File: src/diag_pkg.sv
// Overview of operation
// - Positions one to five and eleven each run own test.
// - Extended position two fills salt box, pumps.
// - Extended position seven drives concentrate pump.
// - Extended position ten runs wireless module test.
// - Load tests need healthy main to interface link.
// - Load tests need valid configuration, no alarm.
// - Link alarm leaves only interface self test, alarm view.
// - Combo in tests two to ten requests electric test.
// - Combo at alarm view clears stored alarms.
// - Self test walks LEDs; keys light, show, beep.
// - Self test blinks all display icons together.
// - Interface self test runs without any precondition.
// - Wash fill drives lock, wash valve, diverter.
// - Prewash fill drives lock, prewash valve, diverter.
// - Softener fill drives lock, wash and prewash valves.
// - Third valve fill drives lock and third valve.
// - Fill tests show tub water level in millimetres.
// - Fill needs lock, level below overload, five minutes.
// - Display models step tests through a sequence.
// - Only power cycle exits; next start electric test.
package diag_pkg;
  // Test positions on the selector or in the test sequence.
  localparam logic [3:0] POS_UI = 4'h1;
  localparam logic [3:0] POS_WASH = 4'h2;
  localparam logic [3:0] POS_PRE = 4'h3;
  localparam logic [3:0] POS_SOFT = 4'h4;
  localparam logic [3:0] POS_THIRD = 4'h5;
  localparam logic [3:0] POS_CONC = 4'h7;
  localparam logic [3:0] POS_WIFI = 4'hA;
  localparam logic [3:0] POS_ALARM = 4'hB;
  // Sequence position after reset.
  localparam logic [3:0] POS_RST = 4'h1;
  // Clock rate and the timing figures derived from it.
  localparam longint unsigned CLK_HZ = 250_000_000;
  localparam longint unsigned FILL_MAX_S = 300;
  localparam longint unsigned FILL_CYC = FILL_MAX_S * CLK_HZ;
  localparam longint unsigned LED_STEP_MS = 500;
  localparam longint unsigned LED_CYC = LED_STEP_MS * (CLK_HZ / 1000);
  // Width of the fill and walk timers.
  localparam int unsigned TMR_W = 40;
  // Sequencer states.
  typedef enum logic [1:0] {
    ST_IDLE = 2'b00,
    ST_OFF = 2'b01,
    ST_RUN = 2'b10
  } state_t;
endpackage

File: src/diag_seq.sv
`timescale 1ns/1ps
module diag_seq #(
  parameter int unsigned NKEYS = 8,
  parameter int unsigned LVL_W = 8,
  parameter longint unsigned FILL_CYC_P = diag_pkg::FILL_CYC,
  parameter longint unsigned LED_CYC_P = diag_pkg::LED_CYC
) (
  input wire logic clk,
  input wire logic srst,
  input wire logic diag_en,
  input wire logic [3:0] sel_pos,
  input wire logic step_key,
  input wire logic start_key,
  input wire logic combo_key,
  input wire logic [NKEYS-1:0] keys,
  input wire logic link_err,
  input wire logic cfg_alarm,
  input wire logic door_locked,
  input wire logic level_over,
  input wire logic [LVL_W-1:0] level_mm,
  input wire logic has_display,
  input wire logic has_diverter,
  input wire logic has_conc_pump,
  input wire logic has_wifi,
  output logic door_lock_q,
  output logic wash_valve_q,
  output logic prewash_valve_q,
  output logic third_valve_q,
  output logic diverter_q,
  output logic salt_valve_q,
  output logic regen_pump_q,
  output logic conc_pump_q,
  output logic wifi_test_q,
  output logic [NKEYS-1:0] leds_q,
  output logic buzzer_q,
  output logic icons_blink_q,
  output logic [LVL_W-1:0] digits_q,
  output logic [3:0] test_q,
  output logic fill_timeout_q,
  output logic alarm_clear_q,
  output logic etm_next_q
);
  import diag_pkg::*;

  // Parameter values the logic cannot serve are refused.
  if (NKEYS < 2 || NKEYS > 15 || LVL_W < 4) begin : g_chk
    $error("diag_seq: NKEYS must be 2..15 and LVL_W at least 4");
  end
  if (FILL_CYC_P < 2 || FILL_CYC_P >= (64'h1 << TMR_W) ||
    LED_CYC_P < 1 || LED_CYC_P >= (64'h1 << TMR_W)) begin : g_chk_t
    $error("diag_seq: FILL_CYC_P or LED_CYC_P out of timer range");
  end

  localparam int unsigned SW = 16 + LVL_W + NKEYS;
  localparam logic [TMR_W-1:0] FILL_LAST = TMR_W'(FILL_CYC_P - 1);
  localparam logic [TMR_W-1:0] LED_LAST = TMR_W'(LED_CYC_P - 1);

  // All pins but clk and srst pass two flops; only the second stage is read below.
  logic [SW-1:0] s1_q;
  logic [SW-1:0] s2_q;
  always_ff @(posedge clk) begin
    s1_q <= {diag_en, sel_pos, step_key, start_key, combo_key, keys,
      link_err, cfg_alarm, door_locked, level_over, level_mm,
      has_display, has_diverter, has_conc_pump, has_wifi};
    s2_q <= s1_q;
  end

  // Named views of the synchronised pins.
  logic en_s, step_s, start_s, combo_s, lerr_s, cerr_s, door_s, over_s;
  logic disp_s, div_s, conc_s, wifi_s;
  logic [3:0] sel_s;
  logic [NKEYS-1:0] keys_s;
  logic [LVL_W-1:0] lvl_s;
  assign {en_s, sel_s, step_s, start_s, combo_s, keys_s, lerr_s, cerr_s,
    door_s, over_s, lvl_s, disp_s, div_s, conc_s, wifi_s} = s2_q;

  // Previous key levels for edge detection.
  logic step_p_q, start_p_q, combo_p_q;
  logic [3:0] sel_p_q;
  always_ff @(posedge clk) begin
    step_p_q <= step_s;
    start_p_q <= start_s;
    combo_p_q <= combo_s;
    sel_p_q <= sel_s;
  end
  wire step_e = step_s & ~step_p_q;
  wire start_e = start_s & ~start_p_q;
  wire combo_e = combo_s & ~combo_p_q;

  // Key number of the lowest pressed key, counted from one.
  function automatic logic [3:0] key_num(input logic [NKEYS-1:0] k);
    logic [3:0] n;
    n = 4'h0;
    for (int i = NKEYS - 1; i >= 0; i--) begin
      if (k[i]) begin
        n = 4'(i + 1);
      end
    end
    return n;
  endfunction

  // Display models keep a sequence position that the step key advances.
  // A selector move still wins, so both ways of choosing agree.
  logic [3:0] seq_q, seq_d;
  assign seq_d = (sel_s != sel_p_q) ? sel_s :
    !step_e ? seq_q :
    (seq_q >= POS_ALARM) ? POS_UI : 4'(seq_q + 4'h1);
  always_ff @(posedge clk) begin
    if (srst) begin
      seq_q <= POS_RST;
    end else begin
      seq_q <= seq_d;
    end
  end
  wire [3:0] pos_w = disp_s ? seq_q : sel_s;

  // Sequencer: a change of position always passes through ST_OFF, one
  // cycle with every load dropped, so no two tests overlap their valves.
  state_t state_q, state_d;
  logic [3:0] cur_q;
  logic ext_q;
  always_comb begin
    state_d = state_q;
    case (state_q)
      ST_IDLE: begin
        if (en_s) begin
          state_d = ST_OFF;
        end
      end
      ST_OFF: begin
        state_d = ST_RUN;
      end
      ST_RUN: begin
        if (pos_w != cur_q) begin
          state_d = ST_OFF;
        end
      end
      default: begin
        state_d = ST_IDLE;
      end
    endcase
  end
  // Only reset, which is a power cycle, leaves the mode once entered.
  always_ff @(posedge clk) begin
    if (srst) begin
      state_q <= ST_IDLE;
      cur_q <= 4'h0;
    end else begin
      state_q <= state_d;
      cur_q <= (state_q == ST_RUN) ? cur_q : pos_w;
    end
  end

  // Decode of the running test.
  wire run = (state_q == ST_RUN);
  wire is_ui = run && (cur_q == POS_UI);
  wire gate_ok = !lerr_s && !cerr_s;
  wire t_wash = run && gate_ok && (cur_q == POS_WASH) && !ext_q;
  wire t_salt = run && gate_ok && (cur_q == POS_WASH) && ext_q;
  wire t_pre = run && gate_ok && (cur_q == POS_PRE);
  wire t_soft = run && gate_ok && (cur_q == POS_SOFT);
  wire t_third = run && gate_ok && (cur_q == POS_THIRD);
  wire t_conc = run && gate_ok && (cur_q == POS_CONC) && ext_q;
  wire t_wifi = run && gate_ok && (cur_q == POS_WIFI) && ext_q;
  wire t_fill = t_wash || t_salt || t_pre || t_soft || t_third;
  wire ext_ok = (cur_q == POS_WASH) || (cur_q == POS_CONC) ||
    ((cur_q == POS_WIFI) && wifi_s);

  // The start key selects the extended variant of positions 2, 7, 10.
  always_ff @(posedge clk) begin
    if (srst || state_q != ST_RUN) begin
      ext_q <= 1'b0;
    end else if (start_e && ext_ok) begin
      ext_q <= 1'b1;
    end
  end

  // Fill timer runs while a fill test runs; on expiry the valves
  // close and stay closed until a position change or a link or configuration alarm ends the test.
  logic [TMR_W-1:0] fill_cnt_q;
  logic tmo_q;
  always_ff @(posedge clk) begin
    if (srst || !t_fill) begin
      fill_cnt_q <= '0;
      tmo_q <= 1'b0;
    end else if (fill_cnt_q == FILL_LAST) begin
      tmo_q <= 1'b1;
    end else begin
      fill_cnt_q <= fill_cnt_q + TMR_W'(1);
    end
  end
  wire fill_go = door_s && !over_s && !tmo_q;

  // Load selection.
  wire lock_w = t_fill || t_conc;
  wire wash_w = fill_go && (t_wash || t_soft);
  wire pre_w = fill_go && (t_pre || t_soft);
  wire third_w = fill_go && t_third;
  wire div_w = fill_go && div_s && (t_wash || t_pre);
  wire salt_w = fill_go && t_salt;
  wire conc_w = t_conc && conc_s && door_s;
  wire wifi_w = t_wifi && wifi_s;

  // LED walk for the interface self test; also paces the icon blink.
  logic [TMR_W-1:0] walk_cnt_q;
  logic [3:0] walk_q;
  logic blink_q;
  always_ff @(posedge clk) begin
    if (srst || !is_ui) begin
      walk_cnt_q <= '0;
      walk_q <= 4'h0;
      blink_q <= 1'b0;
    end else if (walk_cnt_q >= LED_LAST) begin
      walk_cnt_q <= '0;
      walk_q <= (walk_q >= 4'(NKEYS - 1)) ? 4'h0 : 4'(walk_q + 4'h1);
      blink_q <= ~blink_q;
    end else begin
      walk_cnt_q <= walk_cnt_q + TMR_W'(1);
    end
  end
  wire any_key = |keys_s;
  wire [NKEYS-1:0] walk_led = NKEYS'(1) << walk_q;
  wire [NKEYS-1:0] led_w = !is_ui ? '0 :
    any_key ? keys_s : walk_led;
  wire [LVL_W-1:0] dig_w = is_ui ? LVL_W'(key_num(keys_s)) :
    t_fill ? lvl_s : '0;

  // Output registers; every load is decoded above and only latched here.
  always_ff @(posedge clk) begin
    if (srst) begin
      door_lock_q <= 1'b0;
      wash_valve_q <= 1'b0;
      prewash_valve_q <= 1'b0;
      third_valve_q <= 1'b0;
      diverter_q <= 1'b0;
      salt_valve_q <= 1'b0;
      regen_pump_q <= 1'b0;
      conc_pump_q <= 1'b0;
      wifi_test_q <= 1'b0;
      leds_q <= '0;
      buzzer_q <= 1'b0;
      icons_blink_q <= 1'b0;
      digits_q <= '0;
      test_q <= 4'h0;
      fill_timeout_q <= 1'b0;
    end else begin
      door_lock_q <= lock_w;
      wash_valve_q <= wash_w;
      prewash_valve_q <= pre_w;
      third_valve_q <= third_w;
      diverter_q <= div_w;
      salt_valve_q <= salt_w;
      regen_pump_q <= salt_w;
      conc_pump_q <= conc_w;
      wifi_test_q <= wifi_w;
      leds_q <= led_w;
      buzzer_q <= is_ui && any_key;
      icons_blink_q <= is_ui && disp_s && blink_q;
      digits_q <= dig_w;
      test_q <= run ? cur_q : 4'h0;
      fill_timeout_q <= tmo_q;
    end
  end

  // Key combination actions. The next-start request is also raised on
  // entry, since leaving diagnostics always lands in electric test.
  wire combo_etm = run && combo_e && (cur_q >= POS_WASH) &&
    (cur_q <= POS_WIFI);
  always_ff @(posedge clk) begin
    if (srst) begin
      etm_next_q <= 1'b0;
      alarm_clear_q <= 1'b0;
    end else begin
      etm_next_q <= etm_next_q || combo_etm || run;
      alarm_clear_q <= run && combo_e && (cur_q == POS_ALARM);
    end
  end

  wire loads_off = !door_lock_q && !wash_valve_q && !prewash_valve_q &&
    !third_valve_q && !salt_valve_q && !conc_pump_q;
endmodule // diag_seq

File: config.mk
export PLATFORM = sky130hd
export DESIGN_NAME = diag_seq
export DESIGN_NICKNAME = d
export VERILOG_FILES = /design/src/diag_pkg.sv /design/src/diag_seq.sv
export SDC_FILE = /design/constraint.sdc
export NUM_CORES = 1
export LEC_CHECK = 0
export CORE_MARGIN = 2
export CORE_UTILIZATION = 55
export CTS_CLUSTER_SIZE = 28
export DETAILED_ROUTE_END_ITERATION = 6
export DONT_BUFFER_PORTS = 1
export HOLD_SLACK_MARGIN = 0.12
export PLACE_DENSITY = 0.7
export SYNTH_ARGS = -nofsm -noshare
export SYNTH_HDL_FRONTEND = slang
export SYNTH_SLANG_ARGS = --single-unit
File: constraint.sdc
create_clock -name clk -period 6.3 [get_ports clk]
set_clock_uncertainty 0.2 [all_clocks]
set_input_delay 0.945 -clock clk [delete_from_list [all_inputs] [get_ports clk]]
set_output_delay 0.945 -clock clk [all_outputs]
set_load 0.05 [all_outputs]
# [Word level (Yosys, flattened, before mapping)]
# Cells that the tools add are included.
[totals] regBits=201 inputBits=34 out_inout_bits=34 wordCells=150
[classes] addsub=4 n_lt_le_gt_ge=5 n_eq_ne=16 shifts=1 mux=19 bitwise_logic=10 reduce_logical=63
[ops] operator="$add A40 B1 Y40 const B" count=2
[ops] operator="$mux W4" count=15
[ops] operator="$eq A40 B37 Y1 const B" count=1
[ops] operator="$ge A40 B27 Y1 const B" count=1
[ops] operator="$logic_and A1 B1 Y1" count=33
[ops] operator="$logic_or A1 B1 Y1" count=15
[ops] operator="$eq A4 B3 Y1 const B" count=3
[ops] operator="$add A4 B1 Y4 const B" count=2
[ops] operator="$eq A4 B2 Y1 const B" count=2
[ops] operator="$eq A4 B4 Y1 const B" count=2
[ops] operator="$mux W8" count=1
[ops] operator="$ne A4 B4 Y1" count=2
[ops] operator="$reduce_or A8 Y1" count=1
[ops] operator="$shl A1 B4 Y8 const A" count=1
[ops] operator="$logic_not A1 Y1" count=7
[ops] operator="$not A1 Y1" count=7
[ops] operator="$pmux W2 S3" count=1
[ops] operator="$reduce_or A2 Y1" count=3
[ops] operator="$eq A4 B1 Y1 const B" count=1
[ops] operator="$ge A4 B2 Y1 const B" count=1
[ops] operator="$ge A4 B3 Y1 const B" count=1
[ops] operator="$ge A4 B4 Y1 const B" count=1
[ops] operator="$le A4 B4 Y1 const B" count=1
[ops] operator="$mux W2" count=2
[ops] operator="other kinds (9)" count=12

# [Longest topological paths before layout]
[logic_depth] depth_word=11 ltp_mapped=8 ltp_nobuf=6

# [Least setup slack after synthesis]
# OpenSTA, ideal clock, no wires.
[synth_timing] path_kind="input to register" from="input srst" to="register fill_cnt_q[20]" setup_ps=128 arrival_time_ps=1868 t_required_ps=5972 path_slack_ps=4105 stages=6 path_buffers=2 cell_sequence="nor2_1 > nand3_1 > o21bai_1 > clkbuf_1 > buf_1 > nor2_1"
[synth_via] elab_chain_len=1
[synth_rtl] item="from (decl)" line_no="diag_seq.sv:9" source="input wire logic srst,"
[synth_rtl] item="$logic_or A1 B1 Y1" line_no="diag_seq.sv:183" source="if (srst || !t_fill) begin"
[synth_rtl] item="to (signal assigned)" line_no="diag_seq.sv:189" source="fill_cnt_q <= fill_cnt_q + TMR_W'(1);"
[synth_rtl] item="to (decl)" line_no="diag_seq.sv:180" source="logic [TMR_W-1:0] fill_cnt_q;"
# No other way between the ends.
# A chain may end at the register's enable or synchronous reset.

# [Final worst setup path]
[layout_timing] from="register state_q[0]" to="register walk_cnt_q[7]"
[layout_via] elab_chain_len=5
[layout_rtl] item="from (decl)" line_no="diag_seq.sv:119" source="state_t state_q, state_d;"
[layout_rtl] item="from (signal assigned)" line_no="diag_seq.sv:149" source="state_q <= state_d;"
[layout_rtl] item="$eq A2 B2 Y1" line_no="diag_seq.sv:155" source="wire run = (state_q == ST_RUN);"
[layout_rtl] item="$logic_and A1 B1 Y1" line_no="diag_seq.sv:156" source="wire is_ui = run && (cur_q == POS_UI);"
[layout_rtl] item="$logic_not A1 Y1"
[layout_rtl] item="$logic_or A1 B1 Y1" line_no="diag_seq.sv:209" source="if (srst || !is_ui) begin"
[layout_rtl] item="$reduce_or A2 Y1 (no source line)"
[layout_rtl] item="to (signal assigned)" line_no="diag_seq.sv:218" source="walk_cnt_q <= walk_cnt_q + TMR_W'(1);"
[layout_rtl] item="to (decl)" line_no="diag_seq.sv:205" source="logic [TMR_W-1:0] walk_cnt_q;"
# No other way between the ends.

==> flow_summary.rst <==
.. list-table::
   :header-rows: 1

   * - Metric
     - Value
   * - Global router's overall resource usage
     - 0.187
   * - Total vias in the final route
     - 4908
   * - Number of DRC violations after detailed routing
     - 0
   * - Top cell types by occurrence after synthesis
     - 201 x sky130_fd_sc_hd__dfxtp_1, 86 x sky130_fd_sc_hd__nor2_1, 38 x sky130_fd_sc_hd__nand2_1, 38 x sky130_fd_sc_hd__nand3_1
   * - Die Y
     - 118 um
   * - Signal arrival time at the worst endpoint
     - 2.89 ns
   * - Drt first pass iters
     - 4
   * - NumNets Final
     - 761
   * - Die width
     - 118 um
   * - Vias per inst
     - 5.42
   * - Number of design-rule violations left by the first detailed-router iteration
     - 284
   * - Wire length of the first global-routing pass
     - 22.0 mm
   * - Pin count of the biggest net entering global routing
     - 40
   * - Number of CTS-inserted buffers
     - 21
   * - Instance count of the mapped netlist
     - 708
   * - Most frequently used cell type in the post-synthesis netlist
     - sky130_fd_sc_hd__dfxtp_1
   * - Top fanout value on the critical path
     - 27
   * - Fraction of the mapped netlist area in compound gates
     - 0.0762
   * - Multiplexer share of the synthesized area
     - 0.0113
   * - Number of antenna violations at the first check in global routing
     - 3
   * - Number of distinct library cells after synthesis
     - 54
   * - Worst Setup Start Kind
     - register
   * - Number of filler cells placed in the layout
     - 1065
   * - Count of clock tree sinks
     - 201
   * - Buffers on Ports
     - 0
   * - Post-layout utilization of the core
     - 0.633
   * - Synth async-reset ratio
     - 0
   * - Post-synthesis register bit count
     - 201
   * - Share of synthesized cell area in full adder, half adder and majority cells
     - 0.0158
   * - Tightest Pin Transition
     - 1.06 ns
   * - Hold buffers post-CTS
     - 0
   * - Most instantiated flip-flop cell in the synthesis netlist
     - sky130_fd_sc_hd__dfxtp_1
   * - Maximum level of the CTS H-tree
     - 1
   * - Worst R2R Setup Slack
     - 3.61 ns
   * - Dominant combinational cell family by area after synthesis
     - simple AND/OR/NAND/NOR gates
   * - Met2 layer usage reported by global route
     - 0.317
   * - ANT nets after route
     - 0
   * - Maximum capacitance violations
     - 0
   * - Yosys warnings
     - 0
   * - Hold Path Class
     - register to register
   * - Initial core utilization
     - 0.563
   * - Startpoint of the lowest-slack register-to-register path
     - state_q[0]
   * - Number of slew-limit violations in the final report
     - 0
   * - Maximum clock path buffer count
     - 3
   * - FMAX
     - 371 MHz
   * - Critical R2R Capture
     - walk_cnt_q[7]
   * - Number of cells in the design after placement
     - 867
   * - Post-synthesis cell type with the largest combined area
     - sky130_fd_sc_hd__dfxtp_1
   * - Placer Congestion
     - 0.820
   * - Worst slew slack as a fraction of its limit
     - 0.290
   * - Clock slew at reported path FFs
     - 0.06 ns
   * - Critical Path Start
     - state_q[0]
   * - Status
     - complete, no violations
   * - IO Pins
     - 68
   * - Final worst path period need
     - 2.69 ns
   * - Final Routed Wirelength
     - 13.0 mm
   * - Worst vdd ir
     - 271 uV
   * - Setup repair after global routing missed its margin
     - no
   * - Met1 global-route usage
     - 0.235
   * - Average instance area after synthesis
     - 10.0 um2
   * - Final hold violation count
     - 0
   * - PwrDens
     - 326 nW/um2
   * - Skew-Pair Late Insertion Delay
     - 0.48 ns
   * - Capturing element type of the critical path
     - register
   * - Capture point of the critical path
     - walk_cnt_q[7]
   * - GR Util met3
     - 0.0465
   * - Top cells by area, synth
     - sky130_fd_sc_hd__dfxtp_1 57%, sky130_fd_sc_hd__nor2_1 4.5%, sky130_fd_sc_hd__xor2_1 3.8%
   * - TritonCTS clock tree
     - yes
   * - Required time at the endpoint of the critical path
     - 6.50 ns
   * - Area of the die
     - 13900 um2
   * - Gates resized, CTS repair
     - 0
   * - Total Neg Setup Slack
     - 0 ns
   * - Final std cells w/o fill
     - 906
   * - Summed instance area of the synthesized netlist
     - 7110 um2
   * - Vias in the first global route
     - 4789
   * - Buffer cell driving the clock tree root
     - sky130_fd_sc_hd__clkbuf_16
   * - Tcrit/Tclk final
     - 0.427
   * - HPWL after DPL
     - 8.64 mm
   * - Wire length per cell
     - 14.3 um
   * - Sequential area share after synthesis
     - 0.566
   * - Top cell type's share of synthesized area
     - 0.566
   * - Number of placement rows
     - 41
   * - Area of the placeable core
     - 12600 um2
   * - Cells on worst reg2reg path
     - 5
   * - Lkg Pwr
     - 2.89 nW
   * - WS Path Type
     - register to register
   * - Share of post-route cells with drive strength above 1
     - 0.0656
   * - Number of endpoints failing setup at the final stage
     - 0
   * - Most crowded layer after global routing
     - met2
   * - Hold depth
     - 0
   * - Layout-stage area growth over the synthesis result
     - 12.4%
   * - Number of synthesized flops with an enable pin
     - 0
   * - Sum of overflow across all layers after global routing
     - 0
   * - Xor and xnor fraction of the mapped netlist area
     - 0.0665
   * - Area share of and/or/nand/nor cells after synthesis
     - 0.240
   * - Number of post-CTS setup repair buffers
     - 0
==> logic make-up (layout without fill, tap and decap cells) <==
family                   count (synthesis)  count (layout)
AO/OA/AOI/OAI                           85              85
XOR/XNOR                                54              54
adder cells (fa/ha/maj)                  9               9
buffers and inverters                   42              54
flip-flops                             201             201
multiplexers                             8               8
other                                    1              15
AND/OR/NAND/NOR                        308             308
==> metal layers <==
layer / routed length, um / part of all wire
met5: 11 / 0.00085
met4: 295 / 0.023
met3: 696 / 0.054
met2: 6100 / 0.47
met1: 5870 / 0.45
==> final cells by class <==
class,instances,area [um2],area share
antenna,2,5.00,0.000626
clock buffer,28,582,0.0728
clock inverter,9,123,0.0153
inverter,15,56.3,0.00705
multi-input combinational,477,2970,0.372
sequential,201,4020,0.504
tap,172,215,0.0269
timing repair buffer,2,15.0,0.00188
==> where the power goes <==
part            total, W  leakage (nW)  switching [W]  internal (W)
logic          0.0000365         0.892      0.0000200     0.0000166
registers        0.00133          1.65      0.0000263       0.00131
clock network    0.00124         0.347       0.000467      0.000770
==> worst max-delay path: stages, from the launching register on <==
cell	delay, ns
sky130_fd_sc_hd__dfxtp_1	0.31
sky130_fd_sc_hd__nand2b_1	0.30
sky130_fd_sc_hd__nor2_1	0.39
sky130_fd_sc_hd__and3_1	0.48
sky130_fd_sc_hd__nand4_2	0.64
sky130_fd_sc_hd__nor2_1	0.27
==> worst min path at each step <==
stage,startpoint,to,slack (ns)
6_report,s1_q[10],s2_q[10],0.12
5_1_grt,s1_q[1],s2_q[1],0.13
4_1_cts,s1_q[10],s2_q[10],0.12
3_5_place_dp,s1_q[10],s2_q[10],0.11
3_3_place_gp,s1_q[14],s2_q[14],0.11
2_1_floorplan,s1_q[0],s2_q[0],0.11
==> flip-flops by register name, summed over array words and instances, names as in the netlist, 8 cells and up <==
register / flops
fill_cnt_q: 40
walk_cnt_q: 40
s1_q: 32
s2_q: 32
digits_q: 8
leds_q: 8
==> cell usage in the layout (no fill, tap or decap), types with 13 or more instances in the layout <==
| cell | instances |
|---|---|
| sky130_fd_sc_hd__clkbuf_16 | 21 |
| sky130_fd_sc_hd__nor3_1 | 28 |
| sky130_fd_sc_hd__xor2_1 | 31 |
| sky130_fd_sc_hd__xnor2_1 | 23 |
| sky130_fd_sc_hd__a21oi_1 | 31 |
| sky130_fd_sc_hd__nand3_1 | 38 |
| sky130_fd_sc_hd__dfxtp_1 | 201 |
| sky130_fd_sc_hd__o21ai_0 | 15 |
| sky130_fd_sc_hd__nand4_1 | 24 |
| sky130_fd_sc_hd__and3_1 | 13 |
| sky130_fd_sc_hd__nand2_1 | 38 |
| sky130_fd_sc_hd__conb_1 | 13 |
| sky130_fd_sc_hd__inv_1 | 15 |
| sky130_fd_sc_hd__nor2_1 | 86 |
==> per-stage QoR <==
| stage | area, um2 | total power, W | worst slack, ns | hold WS [ns] |
|---|---|---|---|---|
| after floorplan | 7160 | 0.00139 | 4.10 | 0.110 |
| after global placement | 7280 | 0.00139 | 3.40 | 0.110 |
| after detailed placement | 7280 | 0.00140 | 3.33 | 0.112 |
| after CTS | 7980 | 0.00264 | 3.58 | 0.123 |
| after global routing | 7990 | 0.00270 | 3.21 | 0.128 |
| final | 7990 | 0.00261 | 3.61 | 0.121 |
No activity file was read; power rests on OpenSTA's default activity.
